==> config.mk <==
export PLATFORM = sky130hd
export DESIGN_NAME = piot_trip_top
export DESIGN_NICKNAME = d
export VERILOG_FILES = /design/src/piot_pkg.sv /design/src/piot_phase_compare.sv /design/src/piot_trip_top.sv
export SDC_FILE = /design/constraint.sdc
export NUM_CORES = 1
export LEC_CHECK = 0
export BUFFER_PORTS_ARGS = -buffer_cell sky130_fd_sc_hd__buf_2
export CAP_MARGIN = 20
export CORE_MARGIN = 8
export CORE_UTILIZATION = 50
export CTS_CLUSTER_SIZE = 8
export DETAILED_ROUTE_END_ITERATION = 10
export PLACE_DENSITY = 0.85
export SLEW_MARGIN = 40
export SYNTH_ARGS = -nofsm -noshare
export SYNTH_HDL_FRONTEND = slang
export SYNTH_SLANG_ARGS = --single-unit
==> constraint.sdc <==
create_clock -name clk_sys -period 3.6 [get_ports clk_sys]
set_input_delay 0.18 -clock clk_sys [delete_from_list [all_inputs] [get_ports clk_sys]]
set_output_delay 0.18 -clock clk_sys [all_outputs]
set_load 0.01 [all_outputs]
==> src/piot_pkg.sv <==
// constants and types for the phase instantaneous overcurrent trip block
// Behaviour
// each phase trips without added delay when its selected value exceeds the threshold
// operation off, peak value or fundamental value; off after reset
// start threshold in percent, 20 to 3000 in steps of 1, default 200
// block input held high forces all phase trips and general trip low
// doubling input held high compares against twice the start threshold
// three separate phase trip outputs, each from its own phase only
// decision stage derives one general trip from the three phase trips
// general trip is the logical OR of the three phase trips
// every sample re-evaluates each phase; trip drops once value no longer exceeds
package piot_pkg;

    typedef enum logic [1:0] {
        PIOT_MODE_OFF = 2'h0,
        PIOT_MODE_PEAK = 2'h1,
        PIOT_MODE_FUND = 2'h2
    } piot_mode_t;

    localparam int PIOT_PHASES = 3;
    localparam int PIOT_START_W = 12;
    localparam int PIOT_THR_W = PIOT_START_W + 1;
    localparam logic [PIOT_START_W-1:0] PIOT_START_MIN = 12'h014;
    localparam logic [PIOT_START_W-1:0] PIOT_START_MAX = 12'hBB8;
    localparam logic [PIOT_START_W-1:0] PIOT_START_RESET = 12'h0C8;

    localparam logic [7:0] PIOT_OFS_CTRL = 8'h00;
    localparam logic [7:0] PIOT_OFS_START = 8'h04;
    localparam logic [7:0] PIOT_OFS_STATUS = 8'h08;
    localparam logic [7:0] PIOT_OFS_MEAS_A = 8'h0C;
    localparam logic [7:0] PIOT_OFS_MEAS_B = 8'h10;
    localparam logic [7:0] PIOT_OFS_MEAS_C = 8'h14;

    localparam int PIOT_CTRL_MODE_LSB = 0;
    localparam int PIOT_CTRL_MODE_W = 2;
    localparam int PIOT_STAT_TRIP_LSB = 0;
    localparam int PIOT_STAT_GEN_BIT = 3;
    localparam int PIOT_STAT_BLK_BIT = 4;
    localparam int PIOT_STAT_DBL_BIT = 5;

    localparam logic [1:0] PIOT_RESP_OKAY = 2'h0;
    localparam logic [1:0] PIOT_RESP_SLVERR = 2'h2;

endpackage

==> src/piot_phase_compare.sv <==
// one phase: picks the measured quantity and compares it with the threshold
`timescale 1ns/1ps
module piot_phase_compare #(
    parameter int MEAS_W = 16
) (
    input piot_pkg::piot_mode_t mode,
    input logic [MEAS_W-1:0] peakValue,
    input logic [MEAS_W-1:0] fundValue,
    input logic [piot_pkg::PIOT_THR_W-1:0] threshold,
    output logic [MEAS_W-1:0] selValue,
    output logic overThreshold
);
    localparam int CMP_W = (MEAS_W > piot_pkg::PIOT_THR_W) ? MEAS_W : piot_pkg::PIOT_THR_W;

    logic [CMP_W-1:0] valWide;
    logic [CMP_W-1:0] thrWide;

    always_comb begin
        case (mode)
            piot_pkg::PIOT_MODE_PEAK: begin
                selValue = peakValue;
            end
            piot_pkg::PIOT_MODE_FUND: begin
                selValue = fundValue;
            end
            default: begin
                selValue = '0;
            end
        endcase
        valWide = CMP_W'(selValue);
        thrWide = CMP_W'(threshold);
        // strictly above; equal does not trip
        overThreshold = (mode != piot_pkg::PIOT_MODE_OFF) && (valWide > thrWide);
    end
endmodule

==> src/piot_trip_top.sv <==
// phase instantaneous overcurrent trip with AXI4-Lite settings and status
//
// Added by the designer: the AXI4-Lite slave port and the placing of the registers.
`timescale 1ns/1ps
module piot_trip_top #(
    parameter int MEAS_W = 16,
    parameter int ADDR_W = 8
) (
    input logic clk_sys,
    input logic rst_b,
    input logic [ADDR_W-1:0] s_axi_awaddr,
    input logic [2:0] s_axi_awprot,
    input logic s_axi_awvalid,
    output logic s_axi_awready,
    input logic [31:0] s_axi_wdata,
    input logic [3:0] s_axi_wstrb,
    input logic s_axi_wvalid,
    output logic s_axi_wready,
    output logic [1:0] s_axi_bresp,
    output logic s_axi_bvalid,
    input logic s_axi_bready,
    input logic [ADDR_W-1:0] s_axi_araddr,
    input logic [2:0] s_axi_arprot,
    input logic s_axi_arvalid,
    output logic s_axi_arready,
    output logic [31:0] s_axi_rdata,
    output logic [1:0] s_axi_rresp,
    output logic s_axi_rvalid,
    input logic s_axi_rready,
    input logic sample_valid,
    input logic [MEAS_W-1:0] phase_a_peak_value,
    input logic [MEAS_W-1:0] phase_b_peak_value,
    input logic [MEAS_W-1:0] phase_c_peak_value,
    input logic [MEAS_W-1:0] phase_a_fundamental_rms,
    input logic [MEAS_W-1:0] phase_b_fundamental_rms,
    input logic [MEAS_W-1:0] phase_c_fundamental_rms,
    input logic function_block_in,
    input logic threshold_double_in,
    output logic phase_a_trip_out,
    output logic phase_b_trip_out,
    output logic phase_c_trip_out,
    output logic general_trip_out
);
    localparam int NPH = piot_pkg::PIOT_PHASES;
    localparam int SW = piot_pkg::PIOT_START_W;
    localparam int TW = piot_pkg::PIOT_THR_W;

    // byte-lane merge of a write into an existing word
    function automatic logic [31:0] mergeBytes(
        input logic [31:0] oldWord,
        input logic [31:0] newWord,
        input logic [3:0] strb
    );
        logic [31:0] res;
        res = oldWord;
        for (int b = 0; b < 4; b++) begin
            if (strb[b]) begin
                res[b*8 +: 8] = newWord[b*8 +: 8];
            end
        end
        return res;
    endfunction

    // word-aligned byte offset of a bus address
    function automatic logic [7:0] wordOffset(input logic [ADDR_W-1:0] addr);
        logic [7:0] ofs;
        ofs = 8'(addr);
        ofs[1:0] = 2'h0;
        return ofs;
    endfunction

    // settings
    piot_pkg::piot_mode_t mode_reg;
    piot_pkg::piot_mode_t mode_next;
    logic [SW-1:0] start_reg;
    logic [SW-1:0] start_next;

    // write channel state
    logic awHeld_reg;
    logic awHeld_next;
    logic [ADDR_W-1:0] awAddr_reg;
    logic [ADDR_W-1:0] awAddr_next;
    logic wHeld_reg;
    logic wHeld_next;
    logic [31:0] wData_reg;
    logic [31:0] wData_next;
    logic [3:0] wStrb_reg;
    logic [3:0] wStrb_next;
    logic bValid_reg;
    logic bValid_next;
    logic [1:0] bResp_reg;
    logic [1:0] bResp_next;

    // read channel state
    logic rValid_reg;
    logic rValid_next;
    logic [31:0] rData_reg;
    logic [31:0] rData_next;
    logic [1:0] rResp_reg;
    logic [1:0] rResp_next;

    // trip state
    logic [NPH-1:0] trip_reg;
    logic [NPH-1:0] trip_next;
    logic genTrip_reg;
    logic genTrip_next;
    logic [MEAS_W-1:0] meas_reg [NPH];
    logic [MEAS_W-1:0] meas_next [NPH];

    logic [MEAS_W-1:0] peakArr [NPH];
    logic [MEAS_W-1:0] fundArr [NPH];
    logic [MEAS_W-1:0] selArr [NPH];
    logic [NPH-1:0] overVec;
    logic [TW-1:0] activeThr;
    logic enabled;

    assign peakArr[0] = phase_a_peak_value;
    assign peakArr[1] = phase_b_peak_value;
    assign peakArr[2] = phase_c_peak_value;
    assign fundArr[0] = phase_a_fundamental_rms;
    assign fundArr[1] = phase_b_fundamental_rms;
    assign fundArr[2] = phase_c_fundamental_rms;

    // doubling is a shift, so the widened threshold never overflows
    assign activeThr = threshold_double_in ? {start_reg, 1'b0} : {1'b0, start_reg};
    assign enabled = (mode_reg != piot_pkg::PIOT_MODE_OFF) && !function_block_in;

    for (genvar p = 0; p < NPH; p++) begin : gPhase
        piot_phase_compare #(
            .MEAS_W(MEAS_W)
        ) uCmp (
            .mode(mode_reg),
            .peakValue(peakArr[p]),
            .fundValue(fundArr[p]),
            .threshold(activeThr),
            .selValue(selArr[p]),
            .overThreshold(overVec[p])
        );
    end

    // trip decision: one register stage, no further delay
    always_comb begin
        trip_next = trip_reg;
        for (int p = 0; p < NPH; p++) begin
            meas_next[p] = meas_reg[p];
        end
        if (sample_valid) begin
            trip_next = overVec;
            for (int p = 0; p < NPH; p++) begin
                meas_next[p] = selArr[p];
            end
        end
        if (!enabled) begin
            trip_next = '0;
        end
        genTrip_next = |trip_next;
    end

    logic [ADDR_W-1:0] wrAddr;
    logic [31:0] wrData;
    logic [3:0] wrStrb;
    logic awTake;
    logic wTake;
    logic doWrite;
    logic arTake;
    logic [31:0] ctrlWord;
    logic [31:0] startWord;
    logic [31:0] statusWord;
    logic [31:0] mergedWord;
    localparam int PIOT_CTRL_MODE_W_L = piot_pkg::PIOT_CTRL_MODE_W;
    logic [PIOT_CTRL_MODE_W_L-1:0] newMode;


    assign s_axi_awready = !awHeld_reg && !bValid_reg;
    assign s_axi_wready = !wHeld_reg && !bValid_reg;
    assign s_axi_arready = !rValid_reg;
    assign awTake = s_axi_awvalid && s_axi_awready;
    assign wTake = s_axi_wvalid && s_axi_wready;
    assign arTake = s_axi_arvalid && s_axi_arready;
    assign wrAddr = awHeld_reg ? awAddr_reg : s_axi_awaddr;
    assign wrData = wHeld_reg ? wData_reg : s_axi_wdata;
    assign wrStrb = wHeld_reg ? wStrb_reg : s_axi_wstrb;
    assign doWrite = (awHeld_reg || awTake) && (wHeld_reg || wTake);

    always_comb begin
        ctrlWord = '0;
        ctrlWord[piot_pkg::PIOT_CTRL_MODE_LSB +: piot_pkg::PIOT_CTRL_MODE_W] = mode_reg;
        startWord = 32'(start_reg);
        statusWord = '0;
        statusWord[piot_pkg::PIOT_STAT_TRIP_LSB +: NPH] = trip_reg;
        statusWord[piot_pkg::PIOT_STAT_GEN_BIT] = genTrip_reg;
        statusWord[piot_pkg::PIOT_STAT_BLK_BIT] = function_block_in;
        statusWord[piot_pkg::PIOT_STAT_DBL_BIT] = threshold_double_in;
    end

    // register write path
    always_comb begin
        awHeld_next = awHeld_reg;
        awAddr_next = awAddr_reg;
        wHeld_next = wHeld_reg;
        wData_next = wData_reg;
        wStrb_next = wStrb_reg;
        bValid_next = bValid_reg;
        bResp_next = bResp_reg;
        mode_next = mode_reg;
        start_next = start_reg;
        mergedWord = '0;
        newMode = '0;
        if (bValid_reg && s_axi_bready) begin
            bValid_next = 1'b0;
        end
        if (awTake) begin
            awHeld_next = 1'b1;
            awAddr_next = s_axi_awaddr;
        end
        if (wTake) begin
            wHeld_next = 1'b1;
            wData_next = s_axi_wdata;
            wStrb_next = s_axi_wstrb;
        end
        if (doWrite) begin
            awHeld_next = 1'b0;
            wHeld_next = 1'b0;
            bValid_next = 1'b1;
            bResp_next = piot_pkg::PIOT_RESP_OKAY;
            case (wordOffset(wrAddr))
                piot_pkg::PIOT_OFS_CTRL: begin
                    mergedWord = mergeBytes(ctrlWord, wrData, wrStrb);
                    newMode = mergedWord[piot_pkg::PIOT_CTRL_MODE_LSB +: PIOT_CTRL_MODE_W_L];
                    // the spare encoding is refused so mode stays one of three
                    if (newMode == piot_pkg::PIOT_MODE_OFF || newMode == piot_pkg::PIOT_MODE_PEAK
                        || newMode == piot_pkg::PIOT_MODE_FUND) begin
                        mode_next = piot_pkg::piot_mode_t'(newMode);
                    end else begin
                        bResp_next = piot_pkg::PIOT_RESP_SLVERR;
                    end
                end
                piot_pkg::PIOT_OFS_START: begin
                    mergedWord = mergeBytes(startWord, wrData, wrStrb);
                    if (mergedWord[31:SW] == '0 && mergedWord[SW-1:0] >= piot_pkg::PIOT_START_MIN
                        && mergedWord[SW-1:0] <= piot_pkg::PIOT_START_MAX) begin
                        start_next = mergedWord[SW-1:0];
                    end else begin
                        bResp_next = piot_pkg::PIOT_RESP_SLVERR;
                    end
                end
                piot_pkg::PIOT_OFS_STATUS,
                piot_pkg::PIOT_OFS_MEAS_A,
                piot_pkg::PIOT_OFS_MEAS_B,
                piot_pkg::PIOT_OFS_MEAS_C: begin
                    bResp_next = piot_pkg::PIOT_RESP_OKAY;
                end
                default: begin
                    bResp_next = piot_pkg::PIOT_RESP_SLVERR;
                end
            endcase
        end
    end

    // register read path
    always_comb begin
        rValid_next = rValid_reg;
        rData_next = rData_reg;
        rResp_next = rResp_reg;
        if (rValid_reg && s_axi_rready) begin
            rValid_next = 1'b0;
        end
        if (arTake) begin
            rValid_next = 1'b1;
            rResp_next = piot_pkg::PIOT_RESP_OKAY;
            case (wordOffset(s_axi_araddr))
                piot_pkg::PIOT_OFS_CTRL: begin
                    rData_next = ctrlWord;
                end
                piot_pkg::PIOT_OFS_START: begin
                    rData_next = startWord;
                end
                piot_pkg::PIOT_OFS_STATUS: begin
                    rData_next = statusWord;
                end
                piot_pkg::PIOT_OFS_MEAS_A: begin
                    rData_next = 32'(meas_reg[0]);
                end
                piot_pkg::PIOT_OFS_MEAS_B: begin
                    rData_next = 32'(meas_reg[1]);
                end
                piot_pkg::PIOT_OFS_MEAS_C: begin
                    rData_next = 32'(meas_reg[2]);
                end
                default: begin
                    rData_next = '0;
                    rResp_next = piot_pkg::PIOT_RESP_SLVERR;
                end
            endcase
        end
    end

    always_ff @(posedge clk_sys) begin
        if (!rst_b) begin
            mode_reg <= piot_pkg::PIOT_MODE_OFF;
            start_reg <= piot_pkg::PIOT_START_RESET;
            awHeld_reg <= 1'b0;
            awAddr_reg <= '0;
            wHeld_reg <= 1'b0;
            wData_reg <= '0;
            wStrb_reg <= '0;
            bValid_reg <= 1'b0;
            bResp_reg <= piot_pkg::PIOT_RESP_OKAY;
            rValid_reg <= 1'b0;
            rData_reg <= '0;
            rResp_reg <= piot_pkg::PIOT_RESP_OKAY;
            trip_reg <= '0;
            genTrip_reg <= 1'b0;
            for (int p = 0; p < NPH; p++) begin
                meas_reg[p] <= '0;
            end
        end else begin
            mode_reg <= mode_next;
            start_reg <= start_next;
            awHeld_reg <= awHeld_next;
            awAddr_reg <= awAddr_next;
            wHeld_reg <= wHeld_next;
            wData_reg <= wData_next;
            wStrb_reg <= wStrb_next;
            bValid_reg <= bValid_next;
            bResp_reg <= bResp_next;
            rValid_reg <= rValid_next;
            rData_reg <= rData_next;
            rResp_reg <= rResp_next;
            trip_reg <= trip_next;
            genTrip_reg <= genTrip_next;
            for (int p = 0; p < NPH; p++) begin
                meas_reg[p] <= meas_next[p];
            end
        end
    end

    assign s_axi_bvalid = bValid_reg;
    assign s_axi_bresp = bResp_reg;
    assign s_axi_rvalid = rValid_reg;
    assign s_axi_rdata = rData_reg;
    assign s_axi_rresp = rResp_reg;
    assign phase_a_trip_out = trip_reg[0];
    assign phase_b_trip_out = trip_reg[1];
    assign phase_c_trip_out = trip_reg[2];
    assign general_trip_out = genTrip_reg;
endmodule

==> flow_metrics.tcl <==
set metrics [dict create \
    yosysTopAreaCell "dfxtp_1" \
    syn_inst 905 \
    clockBufferDepth 2 \
    synth_area_leaders "dfxtp_1 33%, mux2i_1 12%, nor2b_1 8.4%" \
    cts-htree-levels 4 \
    area_delta_synth_final_pct 19.7 \
    postLayoutCellArea_mm2 0.00941 \
    wl_per_cell_um 17.2 \
    swShare_pct 24.8 \
    yosys.area.top_type_share_pct 33.1 \
    maxCapViolations 0 \
    finalHoldViolCount 0 \
    die_x_um 141 \
    critPathTopFamily "compound AO/OA/AOI/OAI gates" \
    wl_um 22000 \
    slew_violations 0 \
    path_cells "inv_1, ha_1, buf_4, a22oi_1, nor2b_1, ha_1, a21oi_1, nor2b_1, o21ai_0, o211ai_1, o21ai_0, a21oi_1, or3_1" \
    vias 7168 \
    power_leakage_uw 0.00387 \
    ys_seq_elements 130 \
    grt_pass1_wl_um 34500 \
    clock_latency_ps 430 \
    final_antenna_net_count 0 \
    root_buffer "clkbuf_16" \
    grt_max_degree 110 \
    synth_edf_count 0 \
    cts_buffers 17 \
    placed_area_mm2 0.00881 \
    fin_nets 1260 \
    power_density_mw_per_mm2 384 \
    cts_tree "done" \
    diodes 0 \
    die_h_um 141 \
    largest_reg_flops 48 \
    yosysWarnings 0 \
    drive_gt1_share_pct 22.3 \
    required_ps 3920 \
    finalClockSkew_ps 15.1 \
    clock_sink_count 130 \
    arrival_ps 3710 \
    synth-async-reset-ratio_pct 0 \
    core.rowCount 46 \
    seq_area_frac_synth_pct 33.1 \
    cts_setup_buffers 0 \
    tightest_slew_ps 686 \
    instances_no_fill 1283 \
    fin_util_pct 60.1 \
    ir_drop_mv 0.341 \
    crit_type "reg2reg" \
    gp_congestion 0.902 \
    n_fill_cell 1381 \
    setup_slack_ps 206 \
    pwr-share-seq_pct 42.1 \
    io_buffers 180 \
    cpPeakStageDelay_ps 560 \
    rsz0062_at_grt "no" \
    routed_via_density 5.59 \
    antenna_found_initial 0 \
    drc 0 \
    cp.buffers_inverters 2 \
    power.net_switching_uw 895 \
    syn_avg_cell_area_um2 8.69 \
    hold_path_class "in2reg" \
    initial_utilization_pct 50.2 \
    pin_count 209 \
    maxSlewHeadroom_pct 53.6 \
    ys_types 52 \
    synth_ff_type "dfxtp_1" \
    dpl.cell_count 1249 \
    end_kind "flip-flop" \
    dp_hpwl_um 16300 \
    p_clk_share_pct 46.3 \
    fmax_ghz 0.295 \
    status "finished clean" \
    cp_slowest_cell "ha_1" \
    drtIter0Drc 500 \
    pre_cts_ws_ps 232 \
    overflow 0 \
    setup_viol 0 \
    grt_pass1_vias 7002 \
    cp-start-kind "flip-flop" \
    fin_crit_sh_pct 94.3 \
    combPwrFrac_pct 11.6 \
    syn_area_mm2 0.00786 \
    dr.pass1.iters 5 \
    dieArea_mm2 0.0200 \
    layout_min_cycle_time_ps 3390 \
    clk_pin_slew_ps 60 \
    grtUsageTotal_pct 21.7 \
    setup_tns_ps 0 \
    internal_power_uw 2720 \
    critPathMaxFanout 12 \
    coreArea_mm2 0.0157 \
]
-- worst reg2reg max path, stage by stage, from the launching register on --
cell,delay (ps)
dfxtp_1,340
inv_1,110
ha_1,560
buf_4,290
a22oi_1,90
nor2b_1,180
ha_1,270
a21oi_1,170
nor2b_1,60
o21ai_0,220
o211ai_1,160
o21ai_0,310
a21oi_1,150
or3_1,360
-- final cells by class --
class                           count  area [um^2]  area share [%]
Multi-Input combinational cell    702         4890            51.9
Sequential cell                   130         2600            27.7
Timing Repair Buffer              195         1050            11.1
Clock buffer                       21          460            4.89
Tap cell                          216          270            2.87
Clock inverter                     11          111            1.18
Inverter                            8         30.0           0.319
-- kinds of logic (layout without fill, tap and decap cells) --
kind of cell | count (synthesis) | in the layout | share of synthesized area, %
AO/OA/AOI/OAI | 212 | 212 | 19.0
adder cells (fa/ha/maj) | 42 | 42 | 6.68
buffers and inverters | 90 | 235 | 5.63
flip-flops | 130 | 130 | 33.1
multiplexers | 107 | 107 | 14.1
other | 1 | 18 | 0.0477
AND/OR/NAND/NOR | 323 | 323 | 21.5
-- cells in the mapped netlist, types with 2 or more instances --
cell type and count:
buf_4 21, clkbuf_1 46, a221oi_1 2, or3_1 2, a21o_1 9, nor3b_1 4, o21ai_0 25, mux4_2 2
and2_1 9, o211a_1 3, nand4_1 10, a22oi_1 44, a22o_1 12, buf_2 3, inv_1 8, dfxtp_1 130
buf_1 9, a211oi_1 2, a222oi_1 10, nor3_1 8, or4_1 10, a21oi_1 39, nand2b_1 11, nor2_1 17
nand2_1 122, mux2_2 6, o21a_1 7, ha_1 42, nor4b_1 2, nor4_1 2, mux2i_1 98, o31ai_1 2
buf_6 3, o211ai_1 2, a21boi_0 48, nand3_1 13, nor2b_1 106, nand4b_1 2
-- routing by layer --
metal,part of all wire (%),up-vias,GRT usage [%],routed length (um)
met5,0,-,0,0
met4,2.1,0,9.21,465
met3,7.4,44,6.25,1630
met2,49,261,37.0,10800
met1,41,3354,24.9,9090
li1,-,3509,-,-
-- path summary, 6_finish.rpt --
| path | startpoint | to | slack, ps | depth (start not counted) |
|---|---|---|---|---|
| worst min-delay path | s_axi_wdata[21] | wData_reg[21] | 20 | 3 |
| worst max register to register | mode_reg[1] | general_trip_out | 210 | 13 |
| worst min register to register | wData_reg[29] | wData_reg[29] | 460 | 2 |
| worst max-delay path | mode_reg[1] | general_trip_out | 210 | 13 |
-- power by group through the flow --
stage | Clock (uW) | Sequential, uW | Combinational [uW]
floorplan | 0 | 1540 | 286
global placement | 0 | 1550 | 403
detailed placement | 0 | 1550 | 413
CTS | 1700 | 1520 | 418
global route | 1770 | 1530 | 463
finish | 1670 | 1520 | 420
-- timing repair --
item	4_1_cts	5_1_grt
setup endpoints to repair	0	1
resized for setup	0	1
hold buffers	2	0
hold endpoints to repair	1	0
-- cells in the final DEF, fill, tap and decap left out, types with 17 or more instances in the layout --
cell type,n
nand2_1,121
mux2i_1,98
conb_1,18
o21ai_0,25
buf_2,180
clkbuf_16,17
a21oi_1,39
ha_1,41
dfxtp_1,130
nor2b_1,106
nor2_1,17
a22oi_1,44
a21boi_0,48
-- through the flow --
| stage | total power (uW) | hold WS, ps |
|---|---|---|
| 2_1_floorplan | 1820 | 318 |
| 3_3_place_gp | 1950 | 428 |
| 3_5_place_dp | 1960 | 437 |
| 4_1_cts | 3640 | 0.658 |
| 5_1_grt | 3750 | 3.74 |
| 6_report | 3610 | 15.2 |
Power figures use the tool's default switching activity.
